$ cat src/core/cmp_pkg.sv
// Shared constants and types for the dual comparator control unit
package cmp_pkg;

  // Register byte offsets on the Avalon-MM slave
  localparam logic [3:0] CFG_OFS  = 4'h0;
  localparam logic [3:0] FLAG_OFS = 4'h4;
  localparam logic [3:0] CTRL_OFS = 4'h8;
  localparam logic [3:0] STAT_OFS = 4'hC;

  // Comparator mode codes
  localparam logic [2:0] MODE_OFF     = 3'h0;
  localparam logic [2:0] MODE_MUX3    = 3'h1;
  localparam logic [2:0] MODE_MUX4    = 3'h2;
  localparam logic [2:0] MODE_PIN_OUT = 3'h6;
  localparam logic [2:0] MODE_OFF_DIG = 3'h7;

  // Field positions in flag and status words
  localparam int FLAG_A_BIT   = 0;
  localparam int FLAG_B_BIT   = 1;
  localparam int STAT_MM_A    = 0;
  localparam int STAT_MM_B    = 1;
  localparam int STAT_SETTLED = 2;
  localparam int STAT_SLEEP   = 3;

  // Values after reset, and the all-digital pin setting of mode 111
  localparam logic [7:0]  CFG_RESET   = 8'h00;
  localparam logic [1:0]  FLAG_RESET  = 2'h0;
  localparam logic [3:0]  CTRL_RESET  = 4'h0;
  localparam logic [3:0]  ANALOG_ALL  = 4'hF;
  localparam logic [3:0]  ANALOG_NONE = 4'h0;
  localparam logic [31:0] RDATA_IDLE  = 32'h0000_0000;

  // Four system clock phases per cycle, phase one first
  localparam logic [1:0] PHASE_ONE = 2'h0;
  localparam logic [1:0] PHASE_STEP = 2'h1;

  // Bias settling time after a comparator is first enabled
  localparam int CLK_PERIOD_NS  = 20;
  localparam int BIAS_SETTLE_NS = 1000;
  localparam logic [5:0] SETTLE_CYCLES =
    6'((BIAS_SETTLE_NS + CLK_PERIOD_NS - 1) / CLK_PERIOD_NS);
  localparam logic [5:0] SETTLE_STEP = 6'h01;
  localparam logic [5:0] SETTLE_ZERO = 6'h00;

  typedef enum logic {BUS_IDLE, BUS_ACK} bus_state_t;

  typedef struct packed {
    logic       out_b;
    logic       out_a;
    logic       inv_b;
    logic       inv_a;
    logic       inv_input_select;
    logic [2:0] cmp_mode_sel;
  } comparator_config_t;

  typedef struct packed {
    logic global_irq_gate;
    logic periph_irq_gate;
    logic cmp_b_irq_enable;
    logic cmp_a_irq_enable;
  } irq_control_reg_t;

  typedef struct packed {
    logic       a_pin;
    logic       a_oe;
    logic       b_pin;
    logic       b_oe;
    logic       a_inv_sel;
    logic       b_inv_sel;
    logic       power;
    logic [3:0] analog;
    logic       irq;
    logic       wake;
  } pin_state_t;

  typedef struct packed {
    logic held_ref;
    logic sampled;
  } mm_state_t;

endpackage

$ cat src/core/mismatch_latch.sv
// Change detector of one comparator: reference latch, phase-one latch, xor
`timescale 1ns/1ps
module mismatch_latch
  import cmp_pkg::*;
(
  input  wire logic sys_clk_i,
  input  wire logic reset_i,
  input  wire logic sample_i,
  input  wire logic capture_i,
  input  wire logic out_bit_i,
  output logic      mismatch_o
);

  mm_state_t st;
  mm_state_t next_st;

  always_comb begin
    next_st = st;
    // Coinciding capture and sample both take the new level, so no mismatch
    if (capture_i) begin
      next_st.held_ref = out_bit_i;
    end
    if (sample_i) begin
      next_st.sampled = out_bit_i;
    end
  end

  always_ff @(posedge sys_clk_i) begin
    if (reset_i) begin
      st <= '0;
    end else begin
      st <= next_st;
    end
  end

  // Ends by itself when the output returns to the referenced level
  assign mismatch_o = st.held_ref ^ st.sampled;

endmodule

$ cat src/core/comparator_ctrl.sv
// Dual comparator control, change detection and interrupt request logic
//
// Operation
// - Output bit is 1 when noninv input exceeds inv input, inverted by polarity bit.
// - Status bit and output pin carry the same value.
// - Input select switches inv input: comparator a in mode 001, both in 010.
// - In switch modes both candidate pins stay analog whatever is selected.
// - Flag sets on output change, seen by xor of two latches.
// - Reference latch captures output on each config read, holds until next read.
// - Second latch samples output every phase one; a change makes a mismatch.
// - Flag held set while mismatch lasts; read or output reverting ends it.
// - Any config write also ends the mismatch through its internal read.
// - Software clears flag by writing 0; writing 1 sets it.
// - Request needs comparator, peripheral and global enables; flag sets regardless.
// - Clearing the flag has no effect while a mismatch remains.
// - Change coinciding with a config read may fail to set the flag.
// - Enabled comparators keep working and detecting changes during sleep.
// - Modes 000 and 111 turn the comparators off.
// - Change wakes from sleep with comparator and peripheral enables, ignoring global.
// - After wake the next instruction runs first, then the service routine.
// - Reset returns config to mode 000, comparators off, inputs analog.
// - Outputs reach external pins only in mode 110.
//
// Local design decisions: the Avalon-MM interface to the registers and the register offsets.
`timescale 1ns/1ps
module comparator_ctrl
  import cmp_pkg::*;
(
  input  wire logic        sys_clk_i,
  input  wire logic        reset_i,
  input  wire logic [3:0]  avs_address_i,
  input  wire logic        avs_read_i,
  input  wire logic        avs_write_i,
  input  wire logic [31:0] avs_writedata_i,
  input  wire logic [3:0]  avs_byteenable_i,
  output logic      [31:0] avs_readdata_o,
  output logic             avs_waitrequest_o,
  input  wire logic        cmp_a_raw_i,
  input  wire logic        cmp_b_raw_i,
  input  wire logic        sleep_i,
  output logic             cmp_a_pin_o,
  output logic             cmp_a_pin_oe_o,
  output logic             cmp_b_pin_o,
  output logic             cmp_b_pin_oe_o,
  output logic             cmp_a_inv_sel_o,
  output logic             cmp_b_inv_sel_o,
  output logic             cmp_power_o,
  output logic      [3:0]  pin_analog_o,
  output logic             irq_o,
  output logic             wake_o
);

  typedef struct packed {
    bus_state_t         bus;
    logic               waitreq;
    logic [31:0]        rdata;
    comparator_config_t cfg;
    logic [1:0]         cmp_irq_flag;
    irq_control_reg_t   ctrl;
    logic [1:0]         phase;
    logic [1:0]         sync1;
    logic [1:0]         sync2;
    logic [1:0]         sync3;
    logic [1:0]         stable;
    logic [5:0]         settle_cnt;
    logic               settled;
    pin_state_t         pins;
  } ctrl_state_t;

  ctrl_state_t st;
  ctrl_state_t next_st;

  logic [1:0] mismatch;
  logic       cfg_touch;
  logic       phase_one;

  function automatic logic mode_on(input logic [2:0] mode);
    mode_on = (mode != MODE_OFF) && (mode != MODE_OFF_DIG);
  endfunction

  function automatic logic hit(input logic [3:0] addr, input logic [3:0] ofs);
    hit = (addr == ofs);
  endfunction

  // Config read or write; a write starts with an internal read
  assign cfg_touch = (st.bus == BUS_IDLE) && (avs_read_i || avs_write_i)
                     && hit(avs_address_i, CFG_OFS);
  assign phase_one = (st.phase == PHASE_ONE);

  mismatch_latch detect_a (
    .sys_clk_i  (sys_clk_i),
    .reset_i    (reset_i),
    .sample_i   (phase_one),
    .capture_i  (cfg_touch),
    .out_bit_i  (st.cfg.out_a),
    .mismatch_o (mismatch[0])
  );

  mismatch_latch detect_b (
    .sys_clk_i  (sys_clk_i),
    .reset_i    (reset_i),
    .sample_i   (phase_one),
    .capture_i  (cfg_touch),
    .out_bit_i  (st.cfg.out_b),
    .mismatch_o (mismatch[1])
  );

  always_comb begin
    logic       power;
    logic       nxt_power;
    logic [1:0] pending;
    logic [2:0] mode;
    power     = 1'b0;
    nxt_power = 1'b0;
    pending   = 2'h0;
    mode      = MODE_OFF;
    next_st   = st;

    // Analog results arrive asynchronously; accept a level once stable
    next_st.sync1 = {cmp_b_raw_i, cmp_a_raw_i};
    next_st.sync2 = st.sync1;
    next_st.sync3 = st.sync2;
    for (int i = 0; i < 2; i++) begin
      if (st.sync2[i] == st.sync3[i]) begin
        next_st.stable[i] = st.sync2[i];
      end
    end

    next_st.phase = st.phase + PHASE_STEP;

    // Read data valid only during the acknowledge cycle
    next_st.rdata = RDATA_IDLE;

    case (st.bus)
      BUS_IDLE: begin
        next_st.waitreq = 1'b1;
        if (avs_read_i || avs_write_i) begin
          next_st.bus     = BUS_ACK;
          next_st.waitreq = 1'b0;
          if (avs_read_i) begin
            if (hit(avs_address_i, CFG_OFS)) begin
              next_st.rdata = {24'h00_0000, st.cfg};
            end else if (hit(avs_address_i, FLAG_OFS)) begin
              next_st.rdata = {30'h0000_0000, st.cmp_irq_flag};
            end else if (hit(avs_address_i, CTRL_OFS)) begin
              next_st.rdata = {28'h000_0000, st.ctrl};
            end else if (hit(avs_address_i, STAT_OFS)) begin
              next_st.rdata[STAT_MM_A]    = mismatch[0];
              next_st.rdata[STAT_MM_B]    = mismatch[1];
              next_st.rdata[STAT_SETTLED] = st.settled;
              next_st.rdata[STAT_SLEEP]   = sleep_i;
            end
          end
        end
      end
      BUS_ACK: begin
        next_st.bus     = BUS_IDLE;
        next_st.waitreq = 1'b1;
        if (avs_write_i && avs_byteenable_i[0]) begin
          if (hit(avs_address_i, CFG_OFS)) begin
            // Status bits ignore writes
            next_st.cfg.inv_b            = avs_writedata_i[5];
            next_st.cfg.inv_a            = avs_writedata_i[4];
            next_st.cfg.inv_input_select = avs_writedata_i[3];
            next_st.cfg.cmp_mode_sel     = avs_writedata_i[2:0];
          end else if (hit(avs_address_i, FLAG_OFS)) begin
            next_st.cmp_irq_flag = avs_writedata_i[1:0];
          end else if (hit(avs_address_i, CTRL_OFS)) begin
            next_st.ctrl = avs_writedata_i[3:0];
          end
        end
      end
      default: begin
        next_st.bus     = BUS_IDLE;
        next_st.waitreq = 1'b1;
      end
    endcase

    // Mismatch beats a software clear in the same cycle
    for (int i = 0; i < 2; i++) begin
      if (mismatch[i]) begin
        next_st.cmp_irq_flag[i] = 1'b1;
      end
    end

    // Detection keeps running while asleep; sleep gates nothing here
    power = mode_on(st.cfg.cmp_mode_sel);
    next_st.cfg.out_a = power & (st.stable[0] ^ st.cfg.inv_a);
    next_st.cfg.out_b = power & (st.stable[1] ^ st.cfg.inv_b);

    // Bias settle timer restarts whenever the comparators are off
    if (!power) begin
      next_st.settle_cnt = SETTLE_ZERO;
      next_st.settled    = 1'b0;
    end else if (!st.settled) begin
      if (st.settle_cnt == SETTLE_CYCLES - SETTLE_STEP) begin
        next_st.settled = 1'b1;
      end else begin
        next_st.settle_cnt = st.settle_cnt + SETTLE_STEP;
      end
    end

    // Pin side follows the next register values to stay in step
    mode      = next_st.cfg.cmp_mode_sel;
    nxt_power = mode_on(mode);
    next_st.pins.power = nxt_power;
    next_st.pins.a_pin = next_st.cfg.out_a;
    next_st.pins.b_pin = next_st.cfg.out_b;
    next_st.pins.a_oe  = (mode == MODE_PIN_OUT);
    next_st.pins.b_oe  = (mode == MODE_PIN_OUT);
    next_st.pins.a_inv_sel = ((mode == MODE_MUX3) || (mode == MODE_MUX4))
                             && next_st.cfg.inv_input_select;
    next_st.pins.b_inv_sel = (mode == MODE_MUX4)
                             && next_st.cfg.inv_input_select;
    // Only the digital off mode releases the inputs from analog use
    next_st.pins.analog = (mode == MODE_OFF_DIG) ? ANALOG_NONE : ANALOG_ALL;

    pending[0] = next_st.cmp_irq_flag[0] & next_st.ctrl.cmp_a_irq_enable;
    pending[1] = next_st.cmp_irq_flag[1] & next_st.ctrl.cmp_b_irq_enable;
    // Wake ignores the global gate
    next_st.pins.wake = sleep_i && (|pending) && next_st.ctrl.periph_irq_gate;
    // Request held off while asleep so the core resumes before servicing
    next_st.pins.irq  = !sleep_i && (|pending) && next_st.ctrl.periph_irq_gate
                        && next_st.ctrl.global_irq_gate;
  end

  always_ff @(posedge sys_clk_i) begin
    if (reset_i) begin
      st              <= '0;
      st.bus          <= BUS_IDLE;
      st.waitreq      <= 1'b1;
      st.cfg          <= CFG_RESET;
      st.cmp_irq_flag <= FLAG_RESET;
      st.ctrl         <= CTRL_RESET;
      st.pins.analog  <= ANALOG_ALL;
    end else begin
      st <= next_st;
    end
  end

  assign avs_readdata_o    = st.rdata;
  assign avs_waitrequest_o = st.waitreq;
  assign cmp_a_pin_o       = st.pins.a_pin;
  assign cmp_a_pin_oe_o    = st.pins.a_oe;
  assign cmp_b_pin_o       = st.pins.b_pin;
  assign cmp_b_pin_oe_o    = st.pins.b_oe;
  assign cmp_a_inv_sel_o   = st.pins.a_inv_sel;
  assign cmp_b_inv_sel_o   = st.pins.b_inv_sel;
  assign cmp_power_o       = st.pins.power;
  assign pin_analog_o      = st.pins.analog;
  assign irq_o             = st.pins.irq;
  assign wake_o            = st.pins.wake;

endmodule

$ cat config.mk
export PLATFORM = sky130hd
export DESIGN_NAME = comparator_ctrl
export DESIGN_NICKNAME = d
export VERILOG_FILES = /design/src/core/cmp_pkg.sv /design/src/core/mismatch_latch.sv /design/src/core/comparator_ctrl.sv
export SDC_FILE = /design/constraint.sdc
export NUM_CORES = 1
export LEC_CHECK = 0
export ABC_AREA = 1
export BUFFER_PORTS_ARGS = -buffer_cell sky130_fd_sc_hd__buf_2
export CAP_MARGIN = 15
export CORE_ASPECT_RATIO = 1.2
export CORE_MARGIN = 2
export CORE_UTILIZATION = 52
export DETAILED_ROUTE_END_ITERATION = 10
export GPL_TIMING_DRIVEN = 1
export PLACE_DENSITY_LB_ADDON = 0.3
export REMOVE_ABC_BUFFERS = 1
export SYNTH_ARGS = -nofsm -noshare
export SYNTH_HDL_FRONTEND = slang
export SYNTH_SLANG_ARGS = --single-unit
$ cat constraint.sdc
create_clock -name sys_clk_i -period 2.55 [get_ports sys_clk_i]
set_input_delay 0.51 -clock sys_clk_i [delete_from_list [all_inputs] [get_ports sys_clk_i]]
set_output_delay 0.51 -clock sys_clk_i [all_outputs]
set_load 0.01 [all_outputs]
# Word level (Yosys, flattened, before mapping)
# Cells that the tools add are included.
[op_classes]
n_addsub = 2
n_eq_ne = 12
mux = 19
bitwise_logic = 14
n_reduce_logical = 25
[op_table]
columns = ["operator", "count"]
rows = [
  ["$mux W34", 1],
  ["$mux W4", 7],
  ["$mux W10", 2],
  ["$mux W8", 2],
  ["$logic_and A1 B1 Y1", 12],
  ["$eq A4 B4 Y1 const B", 2],
  ["$add A6 B1 Y6 const B", 1],
  ["$eq A3 B3 Y1 const B", 2],
  ["$eq A6 B6 Y1 const B", 1],
  ["$mux W6", 1],
  ["$ne A3 B3 Y1 const B", 2],
  ["$not A1 Y1", 6],
  ["$reduce_bool A3 Y1", 2],
  ["$reduce_or A5 Y1", 1],
  ["$and A1 B1 Y1", 4],
  ["$eq A4 B3 Y1 const B", 1],
  ["$logic_not A4 Y1", 1],
  ["$mux W1", 4],
  ["$pmux W2 S2", 1],
  ["$reduce_or A2 Y1", 2],
  ["$reduce_or A4 Y1", 1],
  ["$xor A1 B1 Y1", 4],
  ["$eq A3 B1 Y1 const B", 1],
  ["$eq A3 B2 Y1 const B", 1],
  ["8 further kinds", 10],
]
[totals]
reg_bits = 79
inputBits = 47
out_inout_bits = 46
word_cells = 106

# Logic depth before layout (Yosys ltp)
# Gate-level depths: netlist of the first run.
[depth]
depth_word = 12
depth_mapped = 9
depth_no_buf = 8

# Modules after synthesis
# A second synthesis of the first run with hierarchy kept.
[unflattened]
hier_cells = 328
hier_area_um2 = 2457.4
[modules_own_cells]
columns = ["mod", "instances", "cells_each", "area_per_inst_um2"]
rows = [
  ["comparator_ctrl", 1, 302, 2274.7],
  ["mismatch_latch", 2, 13, 91.3],
]

# Worst setup path before layout of the first run
# OpenSTA, ideal clock, no wires.
[synth_path]
kind = "input-to-reg"
startpoint = "input avs_address_i[1]"
endpoint = "register st, in the netlist cmp_b_pin_oe_o"
arrival_ns = 1.312
required_ns = 2.435
path_slack_ns = 1.123
stages = 8
cell_sequence = "nor2_4 > nand2_4 > nor2_8 > buf_8 > nand2_1 > o21ai_2 > nor2_1 > and2_1"
[synth_via]
elab_chain_len = 5
[synth_lines]
columns = ["element", "line", "source"]
rows = [
  ["start, declared", "comparator_ctrl.sv:31", "input wire logic [3:0] avs_address_i,"],
  ["$logic_not A4 Y1", "comparator_ctrl.sv:82", "hit = (addr == ofs);"],
  ["$mux W4", "comparator_ctrl.sv:160", "if (hit(avs_address_i, CFG_OFS)) begin"],
  ["$mux W10", "comparator_ctrl.sv:159", "if (avs_write_i && avs_byteenable_i[0]) begin"],
  ["$mux W10", "comparator_ctrl.sv:134", "case (st.bus)"],
  ["$eq A3 B3 Y1", "comparator_ctrl.sv:210", "next_st.pins.b_oe = (mode == MODE_PIN_OUT);"],
  ["end signal, assigned", "comparator_ctrl.sv:237", "st <= next_st;"],
  ["end, declared", "comparator_ctrl.sv:70", "ctrl_state_t st;"],
]
# No other way between the ends.
# A chain may end at the register's enable or synchronous reset.

# Worst setup path after layout of the first run
[layout_path]
startpoint = "register st[15] (netlist name)"
endpoint = "register st[17] (netlist name)"
[layout_via]
elab_chain_len = 3
elab_cells_between_ends = 4
cone_classes = "1 x add/sub; 1 x eq/ne; 1 x bitwise; 1 x reduce/logical"
[layout_lines]
columns = ["element"]
rows = [
  ["branches (longest 3 deep; another with $add A6 B1 Y6)"],
]
# Parallel ways; which one is timed is not known.

==> results of run 1 <==
-- registers in the layout (all words and copies together) (netlist names) --
| register | count |
|---|---|
| detect_a.st | 2 |
| wake_o | 1 |
| next_st | 4 |
| irq_o | 1 |
| cmp_b_pin_o | 1 |
| cmp_power_o | 1 |
| detect_b.st | 2 |
| cmp_b_pin_oe_o | 1 |
| st | 26 |
| cmp_a_pin_o | 1 |
| cmp_a_inv_sel_o | 1 |
| avs_waitrequest_o | 1 |
| avs_readdata_o | 8 |
| cmp_b_inv_sel_o | 1 |
| pin_analog_o | 1 |
-- where the power goes --
part / leakage (uW) / internal, uW / switching (uW)
combinational: 0.000752 / 34.2 / 74.2
clock: 0.0000558 / 297 / 275
sequential: 0.000422 / 829 / 8.27
total: 0.00123 / 1160 / 357
-- cell usage in the layout (no fill, tap or decap), types with 2 or more instances in the layout --
master / count
sky130_fd_sc_hd__inv_1: 46
sky130_fd_sc_hd__a21oi_1: 16
sky130_fd_sc_hd__o21ai_1: 2
sky130_fd_sc_hd__conb_1: 24
sky130_fd_sc_hd__nor2_4: 2
sky130_fd_sc_hd__ha_1: 3
sky130_fd_sc_hd__nand3_1: 16
sky130_fd_sc_hd__nand2_1: 57
sky130_fd_sc_hd__nor2_1: 45
sky130_fd_sc_hd__clkbuf_8: 5
sky130_fd_sc_hd__nor2_2: 2
sky130_fd_sc_hd__buf_2: 39
sky130_fd_sc_hd__dfxtp_1: 52
sky130_fd_sc_hd__xnor2_1: 5
sky130_fd_sc_hd__o21ai_2: 3
sky130_fd_sc_hd__o21ai_0: 11
sky130_fd_sc_hd__nor3_1: 3
-- stage by stage --
step / util (%) / area (sq um) / hold slack, ns
2_1_floorplan: - / 2193 / 0.3883
3_3_place_gp: 54.53 / 2469 / 0.3923
3_5_place_dp: 54.53 / 2469 / 0.4005
4_1_cts: 56.99 / 2580 / 0.3871
5_1_grt: 56.99 / 2580 / 0.3988
6_report: 56.99 / 2580 / 0.3972
-- worst max-delay path, cell delays in order (launching register included) --
cell and delay [ns]:
sky130_fd_sc_hd__dfxtp_1 0.38, sky130_fd_sc_hd__inv_1 0.06, sky130_fd_sc_hd__ha_1 0.17, sky130_fd_sc_hd__and3_1 0.18
sky130_fd_sc_hd__a21oi_2 0.36, sky130_fd_sc_hd__inv_1 0.14, sky130_fd_sc_hd__nand2_1 0.10, sky130_fd_sc_hd__a21oi_1 0.06
-- final cells by class --
type	count	area, sq um	area share [%]
clock buffers	6	72.57	2.813
clock inverters	2	38.79	1.503
inverters	47	178.9	6.935
multi-input cells	201	973.4	37.73
flip-flops and latches	52	1041	40.35
well taps	58	72.57	2.813
repair buffers	40	202.7	7.856
-- worst min-delay path by stage --
stage / start / end / cells past startpoint
finish: cmp_a_raw_i / next_st[24] / 3
global route: cmp_a_raw_i / next_st[24] / 3
CTS: cmp_a_raw_i / next_st[24] / 3
detailed placement: next_st[25] / next_st[23] / 2
global placement: next_st[24] / next_st[22] / 2
floorplan: next_st[24] / next_st[22] / 2
-- cell usage after synthesis, drive strengths merged (3+ instances only) --
master  number
nand3       17
clkbuf       3
dfxtp       52
ha           3
a21oi       18
xnor2        5
inv         47
nand2       58
buf         38
o21ai       16
nor2        50
nor3         3
-- routing by layer --
| metal | routed length, um | GRT usage (%) | part of all wire [%] |
|---|---|---|---|
| met1 | 1773 | 19.12 | 42 |
| met5 | 0 | 0 | 0 |
| met4 | 129 | 9.388 | 3.1 |
| met2 | 2105 | 30.10 | 50 |
| met3 | 192 | 4.728 | 4.6 |
-- cell families after synthesis --
| family | after synthesis | share of synthesized area (%) |
|---|---|---|
| AO/OA/AOI/OAI | 37 | 9.134 |
| other | 1 | 0.1555 |
| adder cells (fa/ha/maj) | 3 | 1.557 |
| AND/OR/NAND/NOR | 131 | 23.77 |
| flip-flops | 52 | 43.18 |
| XOR/XNOR | 6 | 2.180 |
| buffers and inverters | 88 | 20.03 |
==> qor.yml, run 1 <==
status:
  outcome: "complete, no violations"
yosys:
  synth.top_cell.area_share_pct: 43.18
  yosys_most_used_dff: "sky130_fd_sc_hd__dfxtp_1"
  synth.distinct_cells: 31
  yosys_register_bits: 52
  synth_sequential_area_ratio_pct: 43.18
  post_synth_inst_count: 318
  cell_type_with_the_largest_total_area_after_synthesis: "sky130_fd_sc_hd__dfxtp_1"
  post_synth_main_area_contributors: "sky130_fd_sc_hd__dfxtp_1 (43%), sky130_fd_sc_hd__buf_4 (12%), sky130_fd_sc_hd__nand2_1 (8.9%)"
  count_of_synthesis_stage_warnings_from_yosys: 0
  postSynth.asyncResetShare_pct: 0
  synthesis.area_sq_mm: 0.002411
  synth-edff-count: 0
  synth.avg_cell_area_sq_um: 7.582
timing:
  report.final.setup_viol: 0
  setup_tns_ns: 0
  fin_worst_skew_ns: 0.006095
  final_hold_viol_count: 0
  setup_repair_after_global_routing_missed_its_margin: "no"
  finalCriticalPeriod_ns: 1.567
  finalMaxSlewViolations: 0
  layout_setup_ws_ns: 0.9832
  tightest_slew_ns: 0.5003
  fmaxAchievable_mhz: 638.3
  slew-limit-headroom_pct: 66.39
  layout_worst_path_cycle_share_pct: 61.44
pwr:
  peakVddDrop_v: 0.0004816
  leakagePower_uw: 0.001229
  pwr_density_cell_mw_per_mm2: 588.1
  report.power.total_uw: 1517
cts:
  numClockSinks: 52
  post_cts_hold_buffer_count: 0
  clk_root_buffer_cell: "sky130_fd_sc_hd__clkbuf_8"
  clk_path_buf_depth: 2
  postcts_resize_cnt: 0
  cts_tree: "done"
  htree_levels: 2
  cts_setup_buffers: 0
  cts.clk_slew.worst_paths_ns: 0.09
  cts-buffers-inserted: 5
  clk_latency_ns: 0.31
finish:
  num_antenna_cells: 0
  layout-area-overhead-vs-synth_pct: 7.006
  final_layout_size_suffix_gt1_share_pct: 17.24
  final_layout_net_count: 397
  n_fill_cell: 439
  finish.cell_count_without_fillers: 406
global_routing:
  globalRouteTotalUtil_pct: 17.49
  grt_max_degree: 18
  antenna_found_initial: 0
  grt_overflow: 0
  first_global_vias: 1632
  wire_length_of_the_first_global_routing_pass_um: 6851
floorplan:
  die_area_sq_mm: 0.005200
  placementRows: 27
  die_h_um: 78.59
  initial_core_utilization_pct: 53.26
  die_x_um: 66.16
  core_region_area_sq_mm: 0.004527
  floorplan.io_pins: 93
placement:
  buffer_ports.inserted: 39
  finalWeightedCongestion: 0.8637
  dpl.hpwl_um: 3158
  place_inst: 398
  post-place-ws_ns: 0.8162
flow_run:
  drv_cap: 0
detailed_routing:
  routedWlPerCell_um: 10.35
  first_pass_iters: 4
  detail_route.wirelength_um: 4201
  drtIter0Drc: 65
  detail_route.vias_per_cell: 4.483
  count_of_unresolved_drc_violations_after_routing: 0
  via_count: 1820
  antenna_violating_nets_post_route: 0
setup_path:
  end_kind: "register"
  r2r_slack_ns: 0.98
  crit_type: "reg2reg"
  timing.critical_path.to: "st[17]"
  worst_r2r_startpoint: "st[15]"
  critical_path.startpoint: "st[15]"
  crit_arrival_ns: 1.76
  cp-start-kind: "register"
  crit_fanout: 10
  timing.reg2reg.worst_path_depth: 7
  worst_r2r_endpoint: "st[17]"
  timing.critical_path.required_ns: 2.74
hold_path:
  timing.hold.worst.class: "in2reg"
Note: power is estimated with default switching activity, not from simulation.
==> run 2, diff against run 1 <==
--- a/config.mk
+++ b/config.mk
@@ -10,7 +10,7 @@
 export CAP_MARGIN = 15
 export CORE_ASPECT_RATIO = 1.2
 export CORE_MARGIN = 2
-export CORE_UTILIZATION = 52
+export CORE_UTILIZATION = 44
 export DETAILED_ROUTE_END_ITERATION = 10
 export GPL_TIMING_DRIVEN = 1
 export PLACE_DENSITY_LB_ADDON = 0.3
==> constraint.sdc (replaced) <==
create_clock -name sys_clk_i -period 1.27 [get_ports sys_clk_i]
set_input_delay 0.254 -clock sys_clk_i [delete_from_list [all_inputs] [get_ports sys_clk_i]]
set_output_delay 0.254 -clock sys_clk_i [all_outputs]
set_load 0.01 [all_outputs]
==> qor.yml, run 2 (same netlist as run 1, synthesis figures left out) <==
cts:
  cts-buffers-inserted: 5  # unchanged
  numClockSinks: 52  # unchanged
  clk_latency_ns: 0.31  # about the same
  clk_path_buf_depth: 2  # unchanged
  htree_levels: 2  # unchanged
  cts_tree: "done"
  clk_root_buffer_cell: "sky130_fd_sc_hd__clkbuf_8"
  cts.clk_slew.worst_paths_ns: 0.09  # about the same
timing:
  layout_worst_path_cycle_share_pct: 99.62  # +38 points
  report.final.setup_viol: 0  # unchanged
  setup_tns_ns: 0  # unchanged
  final_hold_viol_count: 0  # unchanged
  finalMaxSlewViolations: 0  # unchanged
  setup_repair_after_global_routing_missed_its_margin: "yes"
  finalCriticalPeriod_ns: 1.265  # -0.3016 ns
  fin_worst_skew_ns: 0.01551  # +0.009414 ns
  fmaxAchievable_mhz: 790.4  # +24%
global_routing:
  wire_length_of_the_first_global_routing_pass_um: 7810  # +14%
  antenna_found_initial: 0  # unchanged
  grt_overflow: 0  # unchanged
  globalRouteTotalUtil_pct: 16.21  # -1.3 points
  grt_max_degree: 17  # -1
  first_global_vias: 1891  # +16%
setup_path:
  worst_r2r_startpoint: "st[15]"
  worst_r2r_endpoint: "st[17]"
  crit_type: "reg2reg"
  critical_path.n_buffers_inverters: 2  # unchanged
  timing.reg2reg.worst_path_depth: 7  # unchanged
  critical-path-max-stage-delay_ns: 0.34  # -0.04 ns
  cells_traversed_along_the_worst_timing_path: "inv_2 > ha_4 > and3_4 > a21oi_4 > buf_6 > nand2_1 > a21oi_2"
  crit_fanout: 5  # -5
  r2r_slack_ns: 0.005  # -0.98 ns
  timing.critical_path.required_ns: 1.52  # -1.22 ns
  critical-path-slowest-cell: "sky130_fd_sc_hd__dfxtp_2"
  end_kind: "register"
  cp-start-kind: "register"
  crit_arrival_ns: 1.52  # -0.24 ns
  critPathTopFamily: "flip-flops"
detailed_routing:
  count_of_unresolved_drc_violations_after_routing: 0  # unchanged
  antenna_violating_nets_post_route: 0  # unchanged
  detail_route.vias_per_cell: 4.531  # +1.1%
  routedWlPerCell_um: 11.08  # +7.1%
  detail_route.wirelength_um: 4842  # +15%
  first_pass_iters: 4  # unchanged
  drtIter0Drc: 94  # +45%
  via_count: 1980  # +8.8%
finish:
  layout.cells.most_common: "sky130_fd_sc_hd__nand2_1"
  layout.cells.most_common_list: "sky130_fd_sc_hd__nand2_1 (51), sky130_fd_sc_hd__dfxtp_1 (50), sky130_fd_sc_hd__inv_1 (43), sky130_fd_sc_hd__nor2_1 (42), sky130_fd_sc_hd__buf_2 (39)"
  final_layout_net_count: 424  # +6.8%
  finish.cell_count_without_fillers: 437  # +7.6%
  num_antenna_cells: 0  # unchanged
  largest_reg_flops: 26  # unchanged
  final_util_pct: 54.82  # -2.2 points
  n_fill_cell: 501  # +14%
  layout-area-overhead-vs-synth_pct: 20.45
  final_layout_size_suffix_gt1_share_pct: 30.67  # +13 points
  largest_register: "st"
floorplan:
  die_area_sq_mm: 0.006090  # +17%
  die_x_um: 71.58  # +8.2%
  floorplan.io_pins: 93  # unchanged
  die_h_um: 85.09  # +8.3%
  placementRows: 29  # +7.4%
  core_region_area_sq_mm: 0.005298  # +17%
  initial_core_utilization_pct: 45.51  # -7.7 points
placement:
  dpl.hpwl_um: 3581  # +13%
  finalWeightedCongestion: 0.8367  # -3.1%
  buffer_ports.inserted: 39  # unchanged
  place_inst: 425  # +6.8%
pwr:
  peakVddDrop_v: 0.0008024  # +67%
  pwr_density_cell_mw_per_mm2: 993.4  # +69%
  leakagePower_uw: 0.001367  # +11%
hold_path:
  holdCritStartpoint: "cmp_a_raw_i"
  timing.hold.worst.class: "in2reg"
  hold_path_end: "next_st[24]"
  worst_hold_path.num_cells: 3  # unchanged
flow_run:
  drv_cap: 0  # unchanged
status:
  outcome: "complete, no violations"
-- run 2: cell types whose count changed in the layout (fill, tap and decap cells not counted), moves of 3 or more --
cell,delta
sky130_fd_sc_hd__o21ai_2,+3
sky130_fd_sc_hd__inv_1,-3
sky130_fd_sc_hd__a21oi_2,+3
sky130_fd_sc_hd__a21oi_1,-4
sky130_fd_sc_hd__o21ai_0,-4
sky130_fd_sc_hd__nor2_1,-3
sky130_fd_sc_hd__nand2_2,+6
sky130_fd_sc_hd__nand3_1,-4
sky130_fd_sc_hd__nand2_1,-6
sky130_fd_sc_hd__inv_2,+3
sky130_fd_sc_hd__buf_6,+3
sky130_fd_sc_hd__buf_4,+22
sky130_fd_sc_hd__nand3_2,+3
-- run 2: cell type report --
cell class | instances | area (sq um) | area share (%)
multi-input combinational | 202 | 1094 | 37.66
sequential | 52 | 1046 | 36.02
timing repair buffer | 66 | 421.7 | 14.52
inverter | 47 | 178.9 | 6.161
tap | 62 | 77.57 | 2.671
clock buffer | 6 | 72.57 | 2.499
clock inverter | 2 | 13.76 | 0.4739
-- run 2: timing repair --
action	in CTS	in global routing
hold buffers	0	0
buffers inserted	0	2
pin swaps	2	6
setup endpoints to repair	9	13
gates cloned	0	2
resized for setup	4	37
-- run 2: power breakdown --
part           internal (uW)  switching [uW]  total (uW)
logic                   95.2             168         264
clock network            394             545         939
registers               1660            17.7        1680
-- run 2: metrics by stage --
stage | hold WS, ns | instance area, sq um | total power (uW) | setup WS [ns]
CTS | 0.1428 | 2751 | 2896 | 0.007801
floorplan | 0.3207 | 2193 | 1858 | -0.04165
detailed placement | 0.3969 | 2659 | 1966 | -0.07085
finish | 0.1484 | 2904 | 2885 | 0.004846
global route | 0.1354 | 2904 | 3020 | -0.07828
global placement | 0.3921 | 2659 | 1958 | -0.06764
-- run 2: worst max-delay path by stage --
| stage | to | from | slack [ns] | cells past startpoint |
|---|---|---|---|---|
| final | st[17] | st[15] | 0.005 | 7 |
| after global routing | st[17] | st[15] | -0.08 | 7 |
| after CTS | st[16] | st[15] | 0.008 | 8 |
| after detailed placement | cmp_b_inv_sel_o | avs_address_i[1] | -0.07 | 9 |
| after global placement | cmp_b_inv_sel_o | avs_address_i[1] | -0.07 | 9 |
| after floorplan | st[19] | st[15] | -0.04 | 7 |
-- run 2: per-layer routing --
layer	global-route usage [%]	share of wire, %
met1	17.52	40
met3	3.919	4.5
met4	7.719	2.7
met2	29.21	53
met5	0	0
-- run 2: worst min-delay path, delay by kind of cell --
kind,cells,cell delay (ns)
simple gates,1,0.03
buf+inv,2,0.14
==> run 3, diff against run 2 <==
--- a/config.mk
+++ b/config.mk
@@ -13,8 +13,9 @@
 export CORE_UTILIZATION = 44
 export DETAILED_ROUTE_END_ITERATION = 10
 export GPL_TIMING_DRIVEN = 1
-export PLACE_DENSITY_LB_ADDON = 0.3
+export PLACE_DENSITY = 0.78
 export REMOVE_ABC_BUFFERS = 1
 export SYNTH_ARGS = -nofsm -noshare
 export SYNTH_HDL_FRONTEND = slang
+export SYNTH_HIERARCHICAL = 1
 export SYNTH_SLANG_ARGS = --single-unit
==> qor.yml, run 3 <==
timing:
  fin_worst_hold_slack_ns: 0.1381  # -0.01032 ns
  setup_tns_ns: 0  # unchanged
  final_hold_viol_count: 0  # unchanged
  layout_worst_path_cycle_share_pct: 99.81  # +0.20 points
  setup_repair_after_global_routing_missed_its_margin: "yes"
  layout_setup_ws_ns: 0.002354  # -0.002492 ns
  fin_worst_skew_ns: 0.009374  # -0.006135 ns
  fmaxAchievable_mhz: 788.9  # -0.20%
  finalMaxSlewViolations: 0  # unchanged
  finalCriticalPeriod_ns: 1.268  # +0.002492 ns
  report.final.setup_viol: 0  # unchanged
pwr:
  seq_power_share_pct: 54.2  # -4.1 points
  pwr-share-comb_pct: 9.2  # about the same
  leakagePower_uw: 0.001385  # +1.3%
  cell_internal_pwr_uw: 2362  # +9.7%
  netSwitchingFraction_pct: 23.91  # -1.4 points
  report.power.total_uw: 3105  # +7.6%
  peakVddDrop_v: 0.0007277  # -9.3%
  p_switching_uw: 742.2  # +1.5%
  power.clock.fraction_pct: 36.6  # +4.1 points
  pwr_density_cell_mw_per_mm2: 1056  # +6.3%
finish:
  multiInputGateArea_sq_mm: 0.001146  # +4.8%
  storage_element_area_sq_mm: 0.001046  # unchanged
  layout.cells.most_common_list: "sky130_fd_sc_hd__nand2_1 (54), sky130_fd_sc_hd__dfxtp_1 (50), sky130_fd_sc_hd__inv_1 (42), sky130_fd_sc_hd__nor2_1 (42), sky130_fd_sc_hd__buf_2 (39)"
  final_layout_size_suffix_gt1_share_pct: 30.97  # +0.30 points
  layout.cells.most_common: "sky130_fd_sc_hd__nand2_1"
  final_layout_net_count: 430  # +1.4%
  n_fill_cell: 483  # -3.6%
  largest_reg_flops: 26  # unchanged
  layout.cell_area.non_filler_sq_mm: 0.002940  # +1.2%
  largest_register: "st"
  num_antenna_cells: 0  # unchanged
  layout-area-overhead-vs-synth_pct: 19.65
detailed_routing:
  via_count: 1998  # +0.91%
  routedWlPerCell_um: 11.23  # +1.3%
  detail_route.vias_per_cell: 4.510  # -0.46%
  count_of_unresolved_drc_violations_after_routing: 0  # unchanged
  first_pass_iters: 5  # +1
  detail_route.wirelength_um: 4974  # +2.7%
  antenna_violating_nets_post_route: 0  # unchanged
  drtIter0Drc: 111  # +18%
setup_path:
  cp-start-kind: "register"
  crit_fanout: 4  # -1
  critPathTopFamily: "simple AND/OR/NAND/NOR gates"
  cells_traversed_along_the_worst_timing_path: "inv_2 > nor2_4 > buf_6 > nand3_1 > nand3_2 > nand2_2 > a21oi_1"
  critical-path-max-stage-delay_ns: 0.38  # +0.04 ns
  timing.critical_path.required_ns: 1.51  # about the same
  crit_arrival_ns: 1.51  # about the same
  crit_type: "reg2reg"
  critical-path-slowest-cell: "sky130_fd_sc_hd__dfxtp_4"
  end_kind: "register"
  critical_path.n_buffers_inverters: 2  # unchanged
placement:
  dpl.hpwl_um: 3653  # +2.0%
  buffer_ports.inserted: 39  # unchanged
  placed_cell_area_sq_mm: 0.002673  # +0.52%
  finalWeightedCongestion: 0.8342  # -0.30%
  post-place-ws_ns: -0.05758  # +0.01327 ns
global_routing:
  grt_max_degree: 17  # unchanged
  wire_length_of_the_first_global_routing_pass_um: 7810  # unchanged
  first_global_vias: 1792  # -5.2%
  antenna_found_initial: 0  # unchanged
  grt_overflow: 0  # unchanged
  globalRouteTotalUtil_pct: 16.05  # -0.17 points
cts:
  clk_root_buffer_cell: "sky130_fd_sc_hd__clkbuf_8"
  clk_path_buf_depth: 2  # unchanged
  numClockSinks: 52  # unchanged
  post_cts_hold_buffer_count: 0  # unchanged
  cts.clk_slew.worst_paths_ns: 0.09  # about the same
  cts_tree: "done"
  cts-buffers-inserted: 5  # unchanged
  htree_levels: 2  # unchanged
  clk_latency_ns: 0.31  # about the same
floorplan:
  placementRows: 29  # unchanged
  die_area_sq_mm: 0.006201  # +1.8%
  floorplan.io_pins: 93  # unchanged
  die_x_um: 72.22  # +0.90%
  core_region_area_sq_mm: 0.005334  # +0.69%
  initial_core_utilization_pct: 46.07  # +0.56 points
  die_h_um: 85.87  # +0.91%
yosys:
  count_of_synthesis_stage_warnings_from_yosys: 6  # +6
  post_synth_inst_count: 328  # +3.1%
  postSynth.asyncResetShare_pct: 0  # unchanged
  cell_type_with_the_largest_total_area_after_synthesis: "sky130_fd_sc_hd__dfxtp_1"
  post_synth_main_area_contributors: "sky130_fd_sc_hd__dfxtp_1 (42%), sky130_fd_sc_hd__buf_4 (11%), sky130_fd_sc_hd__nand2_1 (9.3%)"
  yosys_register_bits: 52  # unchanged
  yosys_most_used_dff: "sky130_fd_sc_hd__dfxtp_1"
  synth-edff-count: 0  # unchanged
  synthesis.area_sq_mm: 0.002457  # +1.9%
  synth_sequential_area_ratio_pct: 42.36  # -0.81 points
  synth.avg_cell_area_sq_um: 7.492  # -1.2%
  post-synth-top-count-cell: "sky130_fd_sc_hd__nand2_1"
  synth.top_cell.area_share_pct: 42.36  # -0.81 points
  ys_top_cells_by_count: "sky130_fd_sc_hd__nand2_1 (61), sky130_fd_sc_hd__dfxtp_1 (52), sky130_fd_sc_hd__nor2_1 (44), sky130_fd_sc_hd__inv_1 (43), sky130_fd_sc_hd__buf_4 (37)"
  synth.distinct_cells: 32  # +3.2%
hold_path:
  timing.hold.worst.class: "in2reg"
status:
  outcome: "complete, no violations"
flow_run:
  drv_cap: 0  # unchanged
==> run 3: cell types whose count changed after synthesis, sizes merged, moves of 2 or more <==
cell	previous run	this run
nor2	50	61
nand2	58	67
a21oi	18	11
o21ai	16	11
clkbuf	3	0
a31oi	0	2
nor3	3	5
xnor2	5	3
==> run 3: power by group through the flow <==
stage | clock network [uW] | registers [uW] | logic (uW)
after floorplan | 0 | 1720 | 155
after global placement | 0 | 1720 | 256
after detailed placement | 0 | 1720 | 261
after CTS | 1150 | 1680 | 265
after global routing | 1230 | 1690 | 321
final | 1140 | 1680 | 285
==> run 3: worst paths after layout <==
path | from | slack [ns] | cells after the start | endpoint
worst max-delay path | st[77] | 0.002 | 7 | wake_o
worst min register to register | next_st[24] | 0.41 | 2 | next_st[22]
worst max register to register | st[77] | 0.002 | 7 | wake_o
worst min-delay path | cmp_b_raw_i | 0.14 | 3 | next_st[25]
==> run 3: worst register-to-register path: stages (launching register included) <==
cell	delay (ns)
sky130_fd_sc_hd__dfxtp_4	0.38
sky130_fd_sc_hd__inv_2	0.05
sky130_fd_sc_hd__nor2_4	0.21
sky130_fd_sc_hd__buf_6	0.15
sky130_fd_sc_hd__nand3_1	0.12
sky130_fd_sc_hd__nand3_2	0.11
sky130_fd_sc_hd__nand2_2	0.06
sky130_fd_sc_hd__a21oi_1	0.13
==> run 3: metal layers <==
metal / GRT usage (%) / part of all wire (%) / vias up / routed length (um)
li1: - / - / 1042 / -
met1: 19.22 / 41 / 890 / 2020
met2: 28.11 / 52 / 60 / 2598
met3: 3.760 / 6.0 / 6 / 298
met4: 4.974 / 1.1 / 0 / 57
met5: 0 / 0 / - / 0
==> run 3: cell families (layout without fill, tap and decap cells) <==
family                     after synthesis  after routing  share of synthesized area [%]
xor gates and xnor gates                 5              5                          1.782
and+or+nand+nor                        152            152                          28.46
DFF                                     52             52                          42.36
AOI/OAI and AO/OA                       28             28                          6.721
other                                    1             24                         0.1526
buffers and inverters                   87            117                          18.99
adders and majority gates                3              3                          1.528
==> run 3: cell type report <==
| cell class | count | area share [%] |
|---|---|---|
| clock inverters | 2 | 1.319 |
| clock buffers | 6 | 2.468 |
| inverters | 48 | 6.213 |
| well taps | 62 | 2.638 |
| multi-input cells | 212 | 38.98 |
| flip-flops and latches | 52 | 35.57 |
| repair buffers | 61 | 12.81 |
==> run 3: stage by stage <==
stage | utilization (%) | instances
CTS | 52.50 | 441
global placement | 50.11 | 432
global route | 55.13 | 443
detailed placement | 50.11 | 432
floorplan | - | 312
finish | 55.13 | 443
==> run 3: repair_timing <==
| item | CTS | global route |
|---|---|---|
| buffers inserted | 1 | 2 |
| pin swaps | 3 | 10 |
| endpoints found under the setup margin | 9 | 13 |
| gates cloned | 0 | 0 |
| resized for setup | 3 | 29 |
